===== config.mk =====
export PLATFORM = sky130hd
export DESIGN_NAME = wdtm_top
export DESIGN_NICKNAME = d
export VERILOG_FILES = /design/src/wdtm_pkg.sv /design/src/wdtm_top.sv /design/src/wdtm_pulse.sv /design/src/wdtm_bus.sv
export SDC_FILE = /design/constraint.sdc
export NUM_CORES = 1
export LEC_CHECK = 0
export BUFFER_PORTS_ARGS = -buffer_cell sky130_fd_sc_hd__buf_2
export CAP_MARGIN = 20
export CORE_MARGIN = 5
export CORE_UTILIZATION = 54
export CTS_CLUSTER_DIAMETER = 40
export DETAILED_ROUTE_END_ITERATION = 12
export PLACE_DENSITY = 0.86
export SYNTH_ARGS = -nofsm -noshare
export SYNTH_HDL_FRONTEND = slang
export SYNTH_SLANG_ARGS = --single-unit

===== constraint.sdc =====
create_clock -name clk_in -period 3.2 [get_ports clk_in]
set_input_delay 0.64 -clock clk_in [delete_from_list [all_inputs] [get_ports clk_in]]
set_output_delay 0.64 -clock clk_in [all_outputs]
set_load 0.02 [all_outputs]

===== src/wdtm_pkg.sv =====
package wdtm_pkg;
   // ********************************************************************
   // Register map (word index, byte address is four times the index)
   // ********************************************************************
   localparam logic [15:0] CTRL_IDX = 16'hFFBC;
   localparam logic [15:0] CNT_IDX = 16'hFFBD;
   localparam logic [15:0] RST_IDX = 16'hFFBF;
   localparam logic [15:0] KEY_IDX = 16'hFFC0;
   localparam logic [15:0] ADDR_BASE_HI = 16'h0000;

   // ********************************************************************
   // Keyed write format: key byte in [15:8], data in [7:0]
   // ********************************************************************
   localparam logic [7:0] KEY_CTRL = 8'hA5;
   localparam logic [7:0] KEY_CNT = 8'h5A;
   localparam logic [7:0] KEY_RST = 8'hC3;

   // ********************************************************************
   // Fields
   // ********************************************************************
   localparam int MODE_BIT = 6;
   localparam int RUN_BIT = 5;
   localparam int OVF_BIT = 7;
   localparam int FLAG_BIT = 7;
   localparam int RESET_ON_OVERFLOW_ENABLE_BIT = 6;
   localparam logic [7:0] CTRL_RESET = 8'h00;
   localparam logic [7:0] CNT_RESET = 8'h00;
   localparam logic [7:0] RST_RESET = 8'h00;
   localparam logic [7:0] CTRL_WMASK = 8'h60;
   localparam logic [7:0] RST_WMASK = 8'h40;

   // ********************************************************************
   // Timing: pulse lengths in states of the system clock, PRESCALE and PULSE_W are counter widths in bits
   // ********************************************************************
   localparam int PULSE_LONG = 132;
   localparam int PULSE_SHORT = 130;
   localparam int CHIP_RESET_LEN = 518;
   localparam int PRESCALE = 2;
   localparam int PULSE_W = 10;

   typedef struct packed {
      logic run;
      logic reset_on_overflow_enable;
   } wdtm_ctrl_t;

   typedef struct packed {
      logic ovf_n;
      logic chip_reset;
   } wdtm_out_t;
endpackage : wdtm_pkg


===== src/wdtm_top.sv =====
// Contract
// - Watchdog runs only when mode select and run enable are both 1.
// - Counter overflow asserts the active-low overflow output.
// - Overflow pulse lasts 132 states with reset enable, else 130.
// - With reset enable, chip reset starts together with overflow out.
// - Overflow chip reset stays asserted for 518 states.
// - External pin reset wins over overflow reset and clears the flag.
// - Control, counter and reset status registers read at fixed addresses.
`timescale 1ns/1ns
module wdtm_top (
   input wire logic clk_in,
   input wire logic reset_in,
   input wire logic external_reset_pin_n_in,
   input wire logic [17:0] avs_address_in,
   input wire logic avs_read_in,
   input wire logic avs_write_in,
   input wire logic [31:0] avs_writedata_in,
   input wire logic [3:0] avs_byteenable_in,
   output logic [31:0] avs_readdata_out,
   output logic avs_waitrequest_out,
   output logic overflow_out_n_out,
   output logic chip_reset_out
);
   // ********************************************************************
   // Pin synchroniser
   // ********************************************************************
   logic pin_meta_ff;
   logic pin_sync_ff;
   logic pin_reset;

   always_ff @(posedge clk_in) begin
      if (reset_in) begin
         pin_meta_ff <= 1'b1;
         pin_sync_ff <= 1'b1;
      end else begin
         pin_meta_ff <= external_reset_pin_n_in;
         pin_sync_ff <= pin_meta_ff;
      end
   end

   assign pin_reset = ~pin_sync_ff;

   // ********************************************************************
   // Bus decode
   // ********************************************************************
   logic ack;
   logic [15:0] idx;
   logic word_write;
   logic [7:0] key;
   logic [7:0] wdata;

   wdtm_bus u_bus (
      .clk_in(clk_in),
      .reset_in(reset_in),
      .read_in(avs_read_in),
      .write_in(avs_write_in),
      .waitrequest_out(avs_waitrequest_out),
      .ack_out(ack)
   );

   assign idx = avs_address_in[17:2];
   assign key = avs_writedata_in[15:8];
   assign wdata = avs_writedata_in[7:0];
   // Byte writes are dropped so a runaway store cannot feed the dog
   assign word_write = ack & avs_write_in & (avs_byteenable_in[1:0] == 2'h3);

   function automatic logic keyed(input logic [15:0] i,
                                  input logic [15:0] want,
                                  input logic [7:0] k,
                                  input logic [7:0] kw);
      keyed = (i == want) && (k == kw);
   endfunction : keyed

   logic wr_ctrl;
   logic wr_cnt;
   logic wr_rst;

   assign wr_ctrl = word_write &
      keyed(idx, wdtm_pkg::CTRL_IDX, key, wdtm_pkg::KEY_CTRL);
   assign wr_cnt = word_write &
      keyed(idx, wdtm_pkg::CNT_IDX, key, wdtm_pkg::KEY_CNT);
   assign wr_rst = word_write &
      keyed(idx, wdtm_pkg::RST_IDX, key, wdtm_pkg::KEY_RST);

   // ********************************************************************
   // Control and status registers
   // ********************************************************************
   logic [7:0] ctrl_ff;
   logic [7:0] rst_ff;
   logic [7:0] cnt_ff;
   logic ovf_flag_ff;
   logic overflow;
   logic run;
   wdtm_pkg::wdtm_ctrl_t cfg;

   always_ff @(posedge clk_in) begin
      if (reset_in || pin_reset) begin
         ctrl_ff <= wdtm_pkg::CTRL_RESET;
      end else if (wr_ctrl) begin
         ctrl_ff <= wdata & wdtm_pkg::CTRL_WMASK;
      end
   end

   always_ff @(posedge clk_in) begin
      if (reset_in || pin_reset) begin
         rst_ff <= wdtm_pkg::RST_RESET;
      end else if (wr_rst) begin
         rst_ff <= wdata & wdtm_pkg::RST_WMASK;
      end
   end

   assign cfg.run = ctrl_ff[wdtm_pkg::MODE_BIT] &
                    ctrl_ff[wdtm_pkg::RUN_BIT];
   assign cfg.reset_on_overflow_enable = rst_ff[wdtm_pkg::RESET_ON_OVERFLOW_ENABLE_BIT];
   assign run = cfg.run;

   // Flag survives the internal reset it causes; the pin, reset_in or a keyed write with bit 7 low clears it
   always_ff @(posedge clk_in) begin
      if (reset_in || pin_reset) begin
         ovf_flag_ff <= 1'b0;
      end else if (overflow) begin
         ovf_flag_ff <= 1'b1;
      end else if (wr_rst && !wdata[wdtm_pkg::FLAG_BIT]) begin
         ovf_flag_ff <= 1'b0;
      end
   end

   // ********************************************************************
   // Counter
   // ********************************************************************
   logic [wdtm_pkg::PRESCALE-1:0] pre_ff;
   logic tick;

   always_ff @(posedge clk_in) begin
      if (reset_in || pin_reset || !run) begin
         pre_ff <= '0;
      end else begin
         pre_ff <= pre_ff + 1'b1;
      end
   end

   assign tick = run && (pre_ff == '1);
   // Software rewrite wins over a tick: this is how the dog is fed
   assign overflow = tick && (cnt_ff == 8'hFF) && !wr_cnt && !pin_reset;

   always_ff @(posedge clk_in) begin
      if (reset_in || pin_reset) begin
         cnt_ff <= wdtm_pkg::CNT_RESET;
      end else if (wr_cnt) begin
         cnt_ff <= wdata;
      end else if (tick) begin
         cnt_ff <= cnt_ff + 8'h01;
      end
   end

   // ********************************************************************
   // Overflow pulse and internal chip reset
   // ********************************************************************
   logic [wdtm_pkg::PULSE_W-1:0] ovf_len;
   logic ovf_active;
   logic chip_active;
   logic chip_start;

   assign ovf_len = cfg.reset_on_overflow_enable ? wdtm_pkg::PULSE_W'(wdtm_pkg::PULSE_LONG)
                    : wdtm_pkg::PULSE_W'(wdtm_pkg::PULSE_SHORT);
   assign chip_start = overflow & cfg.reset_on_overflow_enable;

   wdtm_pulse u_ovf (
      .clk_in(clk_in),
      .reset_in(reset_in | pin_reset),
      .start_in(overflow),
      .len_in(ovf_len),
      .active_out(ovf_active)
   );

   wdtm_pulse u_chip (
      .clk_in(clk_in),
      .reset_in(reset_in | pin_reset),
      .start_in(chip_start),
      .len_in(wdtm_pkg::PULSE_W'(wdtm_pkg::CHIP_RESET_LEN)),
      .active_out(chip_active)
   );

   wdtm_pkg::wdtm_out_t outs;
   assign outs.ovf_n = ~ovf_active;
   assign outs.chip_reset = chip_active;
   assign overflow_out_n_out = outs.ovf_n;
   assign chip_reset_out = outs.chip_reset;

   // ********************************************************************
   // Read data
   // ********************************************************************
   logic [31:0] readdata_ff;
   logic [7:0] rd_byte;

   always_comb begin
      rd_byte = 8'h00;
      if (avs_address_in[1:0] == 2'h0) begin
         unique case (idx)
            wdtm_pkg::CTRL_IDX: rd_byte = ctrl_ff;
            wdtm_pkg::CNT_IDX: rd_byte = cnt_ff;
            wdtm_pkg::RST_IDX: rd_byte = {ovf_flag_ff,
                                          rst_ff[6:0]};
            default: rd_byte = 8'h00;
         endcase
      end
   end

   always_ff @(posedge clk_in) begin
      if (reset_in) begin
         readdata_ff <= 32'h0000_0000;
      end else if (avs_read_in && avs_waitrequest_out) begin
         readdata_ff <= {24'h000000, rd_byte};
      end
   end

   assign avs_readdata_out = readdata_ff;
endmodule : wdtm_top


===== src/wdtm_pulse.sv =====
`timescale 1ns/1ns
module wdtm_pulse (
   input wire logic clk_in,
   input wire logic reset_in,
   input wire logic start_in,
   input wire logic [wdtm_pkg::PULSE_W-1:0] len_in,
   output logic active_out
);
   logic [wdtm_pkg::PULSE_W-1:0] cnt_ff;

   // Restart on a new start so an overlapping event stretches the pulse
   always_ff @(posedge clk_in) begin
      if (reset_in) begin
         cnt_ff <= '0;
      end else if (start_in) begin
         cnt_ff <= len_in;
      end else if (cnt_ff != '0) begin
         cnt_ff <= cnt_ff - 1'b1;
      end
   end

   assign active_out = (cnt_ff != '0);
endmodule : wdtm_pulse


===== src/wdtm_bus.sv =====
`timescale 1ns/1ns
module wdtm_bus (
   input wire logic clk_in,
   input wire logic reset_in,
   input wire logic read_in,
   input wire logic write_in,
   output logic waitrequest_out,
   output logic ack_out
);
   logic done_ff;

   // One wait state per access keeps read data a flop, never a mux path
   always_ff @(posedge clk_in) begin
      if (reset_in) begin
         done_ff <= 1'b0;
      end else begin
         done_ff <= (read_in | write_in) & ~done_ff;
      end
   end

   assign ack_out = (read_in | write_in) & done_ff;
   assign waitrequest_out = (read_in | write_in) & ~done_ff;
endmodule : wdtm_bus


; Word level (Yosys, flattened, before mapping)
; Index checks and enable logic that the tools add are counted.
[totals]
regBits = 45
mem_bits_ro = 0
in_bits = 59
word_cells = 72
latchBits = 0
out_inout_bits = 35
ramBits = 0
n_memories = 0
[classes]
n_eq_ne = 9
n_addsub = 4
n_mux = 11
n_div = 0
n_mul = 0
reduce_logical = 22
n_bitwise = 14
n_lt_le_gt_ge = 0
shift = 0
[ops]
columns = cell, n
row1 = $eq A16 B16 Y1 const B, 3
row2 = $mux W10, 4
row3 = $eq A8 B8 Y1 const B, 3
row4 = $mux W8, 3
row5 = $pmux W8 S3, 1
row6 = $reduce_bool A10 Y1, 2
row7 = $sub A10 B1 Y10 const B, 2
row8 = $and A1 B1 Y1, 9
row9 = $logic_and A1 B1 Y1, 9
row10 = $add A8 B1 Y8 const B, 1
row11 = $eq A8 B7 Y1 const B, 1
row12 = $reduce_bool A2 Y1, 4
row13 = $eq A2 B2 Y1 const B, 2
row14 = $logic_not A1 Y1, 3
row15 = $mux W3, 1
row16 = $not A1 Y1, 3
row17 = $add A2 B1 Y2 const B, 1
row18 = $logic_not A2 Y1, 1
row19 = $logic_or A1 B1 Y1, 2
row20 = $mux W1, 2
row21 = $or A1 B1 Y1, 2
row22 = $reduce_or A2 Y1, 1

; Longest topological paths before layout
[depth]
word_depth = 10
ltp_mapped = 7
mapped_depth_nobuf = 6

; By module
; From an unflattened synthesis, not the netlist that was laid out.
[hier_totals]
hier_cells = 322
hier_area_um2 = 2663.8
[by_module_without_submodules]
columns = module, cells_each, seq_area_each_um2, area_each_um2, instances
row1 = wdtm_top, 181, 480.5, 1478.9, 1
row2 = wdtm_pulse, 68, 200.2, 569.3, 2
row3 = wdtm_bus, 5, 20.0, 46.3, 1

; Worst setup path before layout
; OpenSTA, ideal clock, no wires.
[synth_timing]
kind = input -> register
start = in avs_address_in[16]
end = reg rst_ff[6]
arrival_ps = 1966
path_buffers = 1
setup_slack_ps = 1162
setup_time_ps = 72
stages = 5
required_time_ps = 3128
path_cell_list = nand4_1 or4_1 buf_2 nor3_1 mux2i_1
[synth_between]
elab_chain_cells = 3
[synth_rtl]
columns = element, line_no
row1 = start: declaration, wdtm_top.sv:14  ; input wire logic [17:0] avs_address_in,
row2 = $eq A16 B16 Y1, wdtm_top.sv:71  ; keyed = (i == want) && (k == kw);
row3 = $logic_and A1 B1 Y1, wdtm_top.sv:71
row4 = $and A1 B1 Y1, wdtm_top.sv:82  ; assign wr_rst = word_write &
row5 = end signal: assignment, wdtm_top.sv:106  ; rst_ff <= wdtm_pkg::RST_RESET;
row6 = end signal: assignment, wdtm_top.sv:108  ; rst_ff <= wdata & wdtm_pkg::RST_WMASK;
row7 = end: declaration, wdtm_top.sv:89  ; logic [7:0] rst_ff;
; No other way between the ends.
; A chain may end at the register's enable or synchronous reset.

; Final worst setup path
[layout_timing]
start = reg u_chip.cnt_ff[0] in the netlist's numbering
end = out chip_reset_out
[layout_between]
elab_chain_cells = 1
[layout_rtl]
columns = element, line_no
row1 = start: declaration, wdtm_pulse.sv:9  ; logic [wdtm_pkg::PULSE_W-1:0] cnt_ff;
row2 = start signal: assignment, wdtm_pulse.sv:16  ; cnt_ff <= len_in;
row3 = start signal: assignment, wdtm_pulse.sv:18  ; cnt_ff <= cnt_ff - 1'b1;
row4 = $reduce_bool A10 Y1, wdtm_pulse.sv:22  ; assign active_out = (cnt_ff != '0);
row5 = end: declaration, wdtm_top.sv:22  ; output logic chip_reset_out
; No other way between the ends.

==> summary.md <==
| Metric | Value |
|---|---|
| Fraction of final layout cells with drive strength greater than 1 | 21.3% |
| Initial detailed-routing violation count | around 140 |
| Worst path cell trace | inv_1 > ha_1 > nor3b_1 > nand3_1 > buf_2 |
| Clock latency on the worst-skew pair | 310 ps |
| Fin Clk Skew | 12.3 ps |
| Final period demand of the worst path | 2710 ps |
| Syn-to-layout area delta | 11.0% |
| Remaining antenna violation count after routing | 0 |
| LEAKAGE | 1.13 nW |
| Clock Tree Root | sky130_fd_sc_hd__clkbuf_8 |
| Crit-path max FO | 8 |
| Gate power share | 8.6% |
| Most common cell in the synthesized netlist | sky130_fd_sc_hd__dfxtp_1 |
| R2R Path Start | cnt_ff[0] |
| # H-tree levels | 2 |
| Endpoint, Worst Hold | pin_sync_ff |
| Total number of vias | 2262 |
| Uppermost layer routed | met4 |
| Met1 Routed Length | 2380 µm |
| Number of buffers inserted by post-CTS setup repair | 0 |
| Beginning of the worst hold path | pin_meta_ff |
| Met3 wire length | 447 µm |
| Pins Over Slew Limit | 0 |
| Largest delay share family, worst path | simple AND/OR/NAND/NOR gates |
| Reg-to-reg critical path endpoint | u_chip.cnt_ff[1] |
| Die Ht | 79.2 µm |
| Share of total power consumed by net switching | 26.4% |
| Clk pwr share | 36.1% |
| Filler cell count in the final layout | 401 |
| Number of distinct standard cells referenced by the synthesized netlist | 59 |
| Count of buffers from port buffering | 51 |
| Standard cell core area | 4690 µm² |
| Mean Syn Cell Area | 8.62 µm² |
| R2R Setup Slk | 1140 ps |
| Proportion of power drawn by flip-flops and latches | 55.4% |
| Internal Dissipation | 748 µW |
| TritonCTS clock tree | done |
| Number of nets in the finished design | 412 |
| First element of the critical path | u_chip.cnt_ff[0] |
| DRC violation count after routing | 0 |
| Setup violators final | 0 |
| Worst min-delay path class | reg2reg |
| List of most frequent post-synthesis cells | sky130_fd_sc_hd__dfxtp_1 (45), sky130_fd_sc_hd__nor3_1 (28), sky130_fd_sc_hd__buf_4 (24) |
| Register cell area after layout | 901 µm² |
| Wire length reported by the detailed router | 5570 µm |
| Fmax | ~370 MHz |
| Clock buffer count from CTS | 5 |
| Power per Cell Area | 354 nW/µm² |
| Worst hold path stage count | 1 |
| Total negative slack | 0 ps |
| Sequential element share of the synthesized area | a little over a third |
| Data required time at the worst endpoint | around 2600 ps |
| Hold Worst Slack | between 400 and 500 ps |
| Largest area contributor in the netlist | sky130_fd_sc_hd__dfxtp_1 |
| Number of search-and-repair iterations in the first detailed-routing pass | 4 |
| Post-DP HPWL | between 4000 and 5000 µm |
| Length of routed met2 wiring | 2670 µm |
| Kind of capture point of the worst setup path | primary output |
| Ports | 94 |
| Master of the slowest instance on the critical path | sky130_fd_sc_hd__nor3b_1 |
| Clock transition at the register clock pins on the worst setup and hold paths after CTS | 90 ps |
| Mapped Area | between 2000 and 3000 µm² |
| Run status | finished clean |
| Transition at the pin with the smallest max-transition slack | between 600 and 700 ps |
| Number of endpoints with negative hold slack in the final report | 0 |
| Synth Flop Type | sky130_fd_sc_hd__dfxtp_1 |
| RD Place Congestion | 0.858 |
| Type of the setup path with the least slack | reg2out |
| Congestion Overflow GR | 0 |
| Horizontal die dimension | 79.2 µm |
| Ranking of synthesized cells by area | sky130_fd_sc_hd__dfxtp_1 (35%), sky130_fd_sc_hd__buf_4 (7.0%), sky130_fd_sc_hd__nor3_1 (5.4%) |
| Count of flip-flops with a built-in enable after synthesis | 0 |
| Full die area | 6270 µm² |
| Via density per instance | 5.63 |
| Switch Pwr | 269 µW |
| Number of warnings printed during yosys synthesis | 0 |
| Largest net degree at the start of global routing | 18 |
| Arrival time of data at the critical path endpoint | 2070 ps |
| Number of hold buffers added after CTS | 0 |
| Global Route Usage Sum | 18.3% |
| Max-slew headroom at the worst pin | 55.0% |
| Wire length of the first global-routing pass | 9280 µm |
| Initial core utilization | 55.1% |
| Worst voltage drop across the vdd grid | 262 µV |
| R2r worst-path depth | 5 |
| Sink Count | 45 |
| Standard-cell rows | 25 |
| Part of the cycle the worst path needs | 84.6% |
| Worst Setup Start Kind | register |
| CP max stage delay | 500 ps |
| Number of cells produced by synthesis | 300 |
| Number of antenna violations at the first check in global routing | 0 |
| Number of max-cap violations | 0 |
| Area occupied by multi-input gates | 1510 µm² |
| Async set-reset flop share out of synthesis | 0% |
| Combined buffer and inverter count along the critical path | 2 |
| Number of global-route vias before repair | 2101 |
| Post-synth top area share | between 30% and 40% |
| Buffer levels on the longest clock path | 2 |
| Post-DR wirelength/cell | approximately 14 µm |
| Ant diodes | 0 |
| Setup repair after global routing missed its margin | no |
| #FFs+latches synth | 45 |
| Post-cts gate resize count | 0 |
==> logic make-up after synthesis <==
kind of cell | count (synthesis) | share of synthesized area [%]
AND/OR/NAND/NOR | 126 | 28.4
multiplexers | 10 | 3.92
buffers and inverters | 44 | 10.0
other | 1 | 0.145
XOR/XNOR | 17 | 5.76
adder cells (fa/ha/maj) | 6 | 2.90
AO/OA/AOI/OAI | 51 | 14.0
flip-flops | 45 | 34.8
==> area by class of cell <==
type                    instances  area share, %
clock inverters                 3          0.871
multi-input cells             234           52.7
well taps                      54           2.35
inverters                       9           1.18
flip-flops and latches         45           31.4
clock buffers                   5           2.40
repair buffers                 52           9.15
==> stage by stage <==
| stage | power (mW) | cell area [µm²] | setup slack [ps] | util, % | std cells |
|---|---|---|---|---|---|
| finish | 1.02 | 2870 | 493 | 61.2 | 402 |
| global route | 1.07 | 2870 | 337 | 61.2 | 402 |
| global placement | 0.661 | 2780 | 857 | 59.2 | 394 |
| detailed placement | 0.662 | 2780 | 812 | 59.2 | 394 |
| CTS | 1.03 | 2870 | 491 | 61.2 | 402 |
| floorplan | 0.652 | 2670 | 1160 | - | 323 |
==> worst max-delay path by stage <==
| stage | end | slack (ps) | depth (start not counted) |
|---|---|---|---|
| floorplan | rst_ff[6] | 1160 | 5 |
| global route | chip_reset_out | 340 | 5 |
| CTS | chip_reset_out | 490 | 5 |
| finish | chip_reset_out | 490 | 5 |
| global placement | ovf_flag_ff | 860 | 5 |
| detailed placement | ovf_flag_ff | 810 | 5 |
==> state kept, by name, indices dropped and copies added, names as in the netlist, 2 cells and up <==
| register | flops |
|---|---|
| ctrl_ff | 2 |
| cnt_ff | 8 |
| pre_ff | 2 |
| u_ovf.cnt_ff | 10 |
| u_chip.cnt_ff | 10 |
| avs_readdata_out | 8 |
==> power groups by stage <==
| stage | registers [mW] | logic [mW] | clock network (mW) |
|---|---|---|---|
| 2_1_floorplan | 0.576 | 0.0758 | 0 |
| 3_3_place_gp | 0.576 | 0.0852 | 0 |
| 3_5_place_dp | 0.576 | 0.0862 | 0 |
| 4_1_cts | 0.563 | 0.0864 | 0.382 |
| 5_1_grt | 0.564 | 0.0951 | 0.412 |
| 6_report | 0.563 | 0.0870 | 0.367 |
==> layout by cell type (no fill, tap or decap), types with 2 or more instances in the layout <==
cell type and n:
sky130_fd_sc_hd__nand3b_1 2, sky130_fd_sc_hd__a21oi_1 14, sky130_fd_sc_hd__nor2_1 17, sky130_fd_sc_hd__xor2_1 6, sky130_fd_sc_hd__buf_2 51, sky130_fd_sc_hd__a31oi_1 5
sky130_fd_sc_hd__o31ai_1 4, sky130_fd_sc_hd__ha_1 6, sky130_fd_sc_hd__and2_1 2, sky130_fd_sc_hd__inv_6 2, sky130_fd_sc_hd__nor3_1 28, sky130_fd_sc_hd__nand2_1 18
sky130_fd_sc_hd__clkbuf_8 5, sky130_fd_sc_hd__o21a_1 2, sky130_fd_sc_hd__conb_1 24, sky130_fd_sc_hd__a211oi_1 8, sky130_fd_sc_hd__and4_1 3, sky130_fd_sc_hd__mux2i_1 9
sky130_fd_sc_hd__xnor2_1 11, sky130_fd_sc_hd__or3_1 4, sky130_fd_sc_hd__nand2b_1 3, sky130_fd_sc_hd__o21ai_0 2, sky130_fd_sc_hd__nor4bb_1 2, sky130_fd_sc_hd__dfxtp_1 45
sky130_fd_sc_hd__a21boi_0 2, sky130_fd_sc_hd__o2111ai_1 3, sky130_fd_sc_hd__nand3_1 10, sky130_fd_sc_hd__nand4_1 14, sky130_fd_sc_hd__inv_1 9, sky130_fd_sc_hd__or4_1 2
sky130_fd_sc_hd__or2_2 2, sky130_fd_sc_hd__nor2b_1 5, sky130_fd_sc_hd__a32oi_1 2
==> layer usage <==
metal | up-vias | GRT usage, %
met5 | - | 0
met4 | 0 | 6.19
met2 | 86 | 30.1
met1 | 1023 | 22.8
met3 | 9 | 5.56
li1 | 1144 | -
Power figures use the tool's default switching activity.
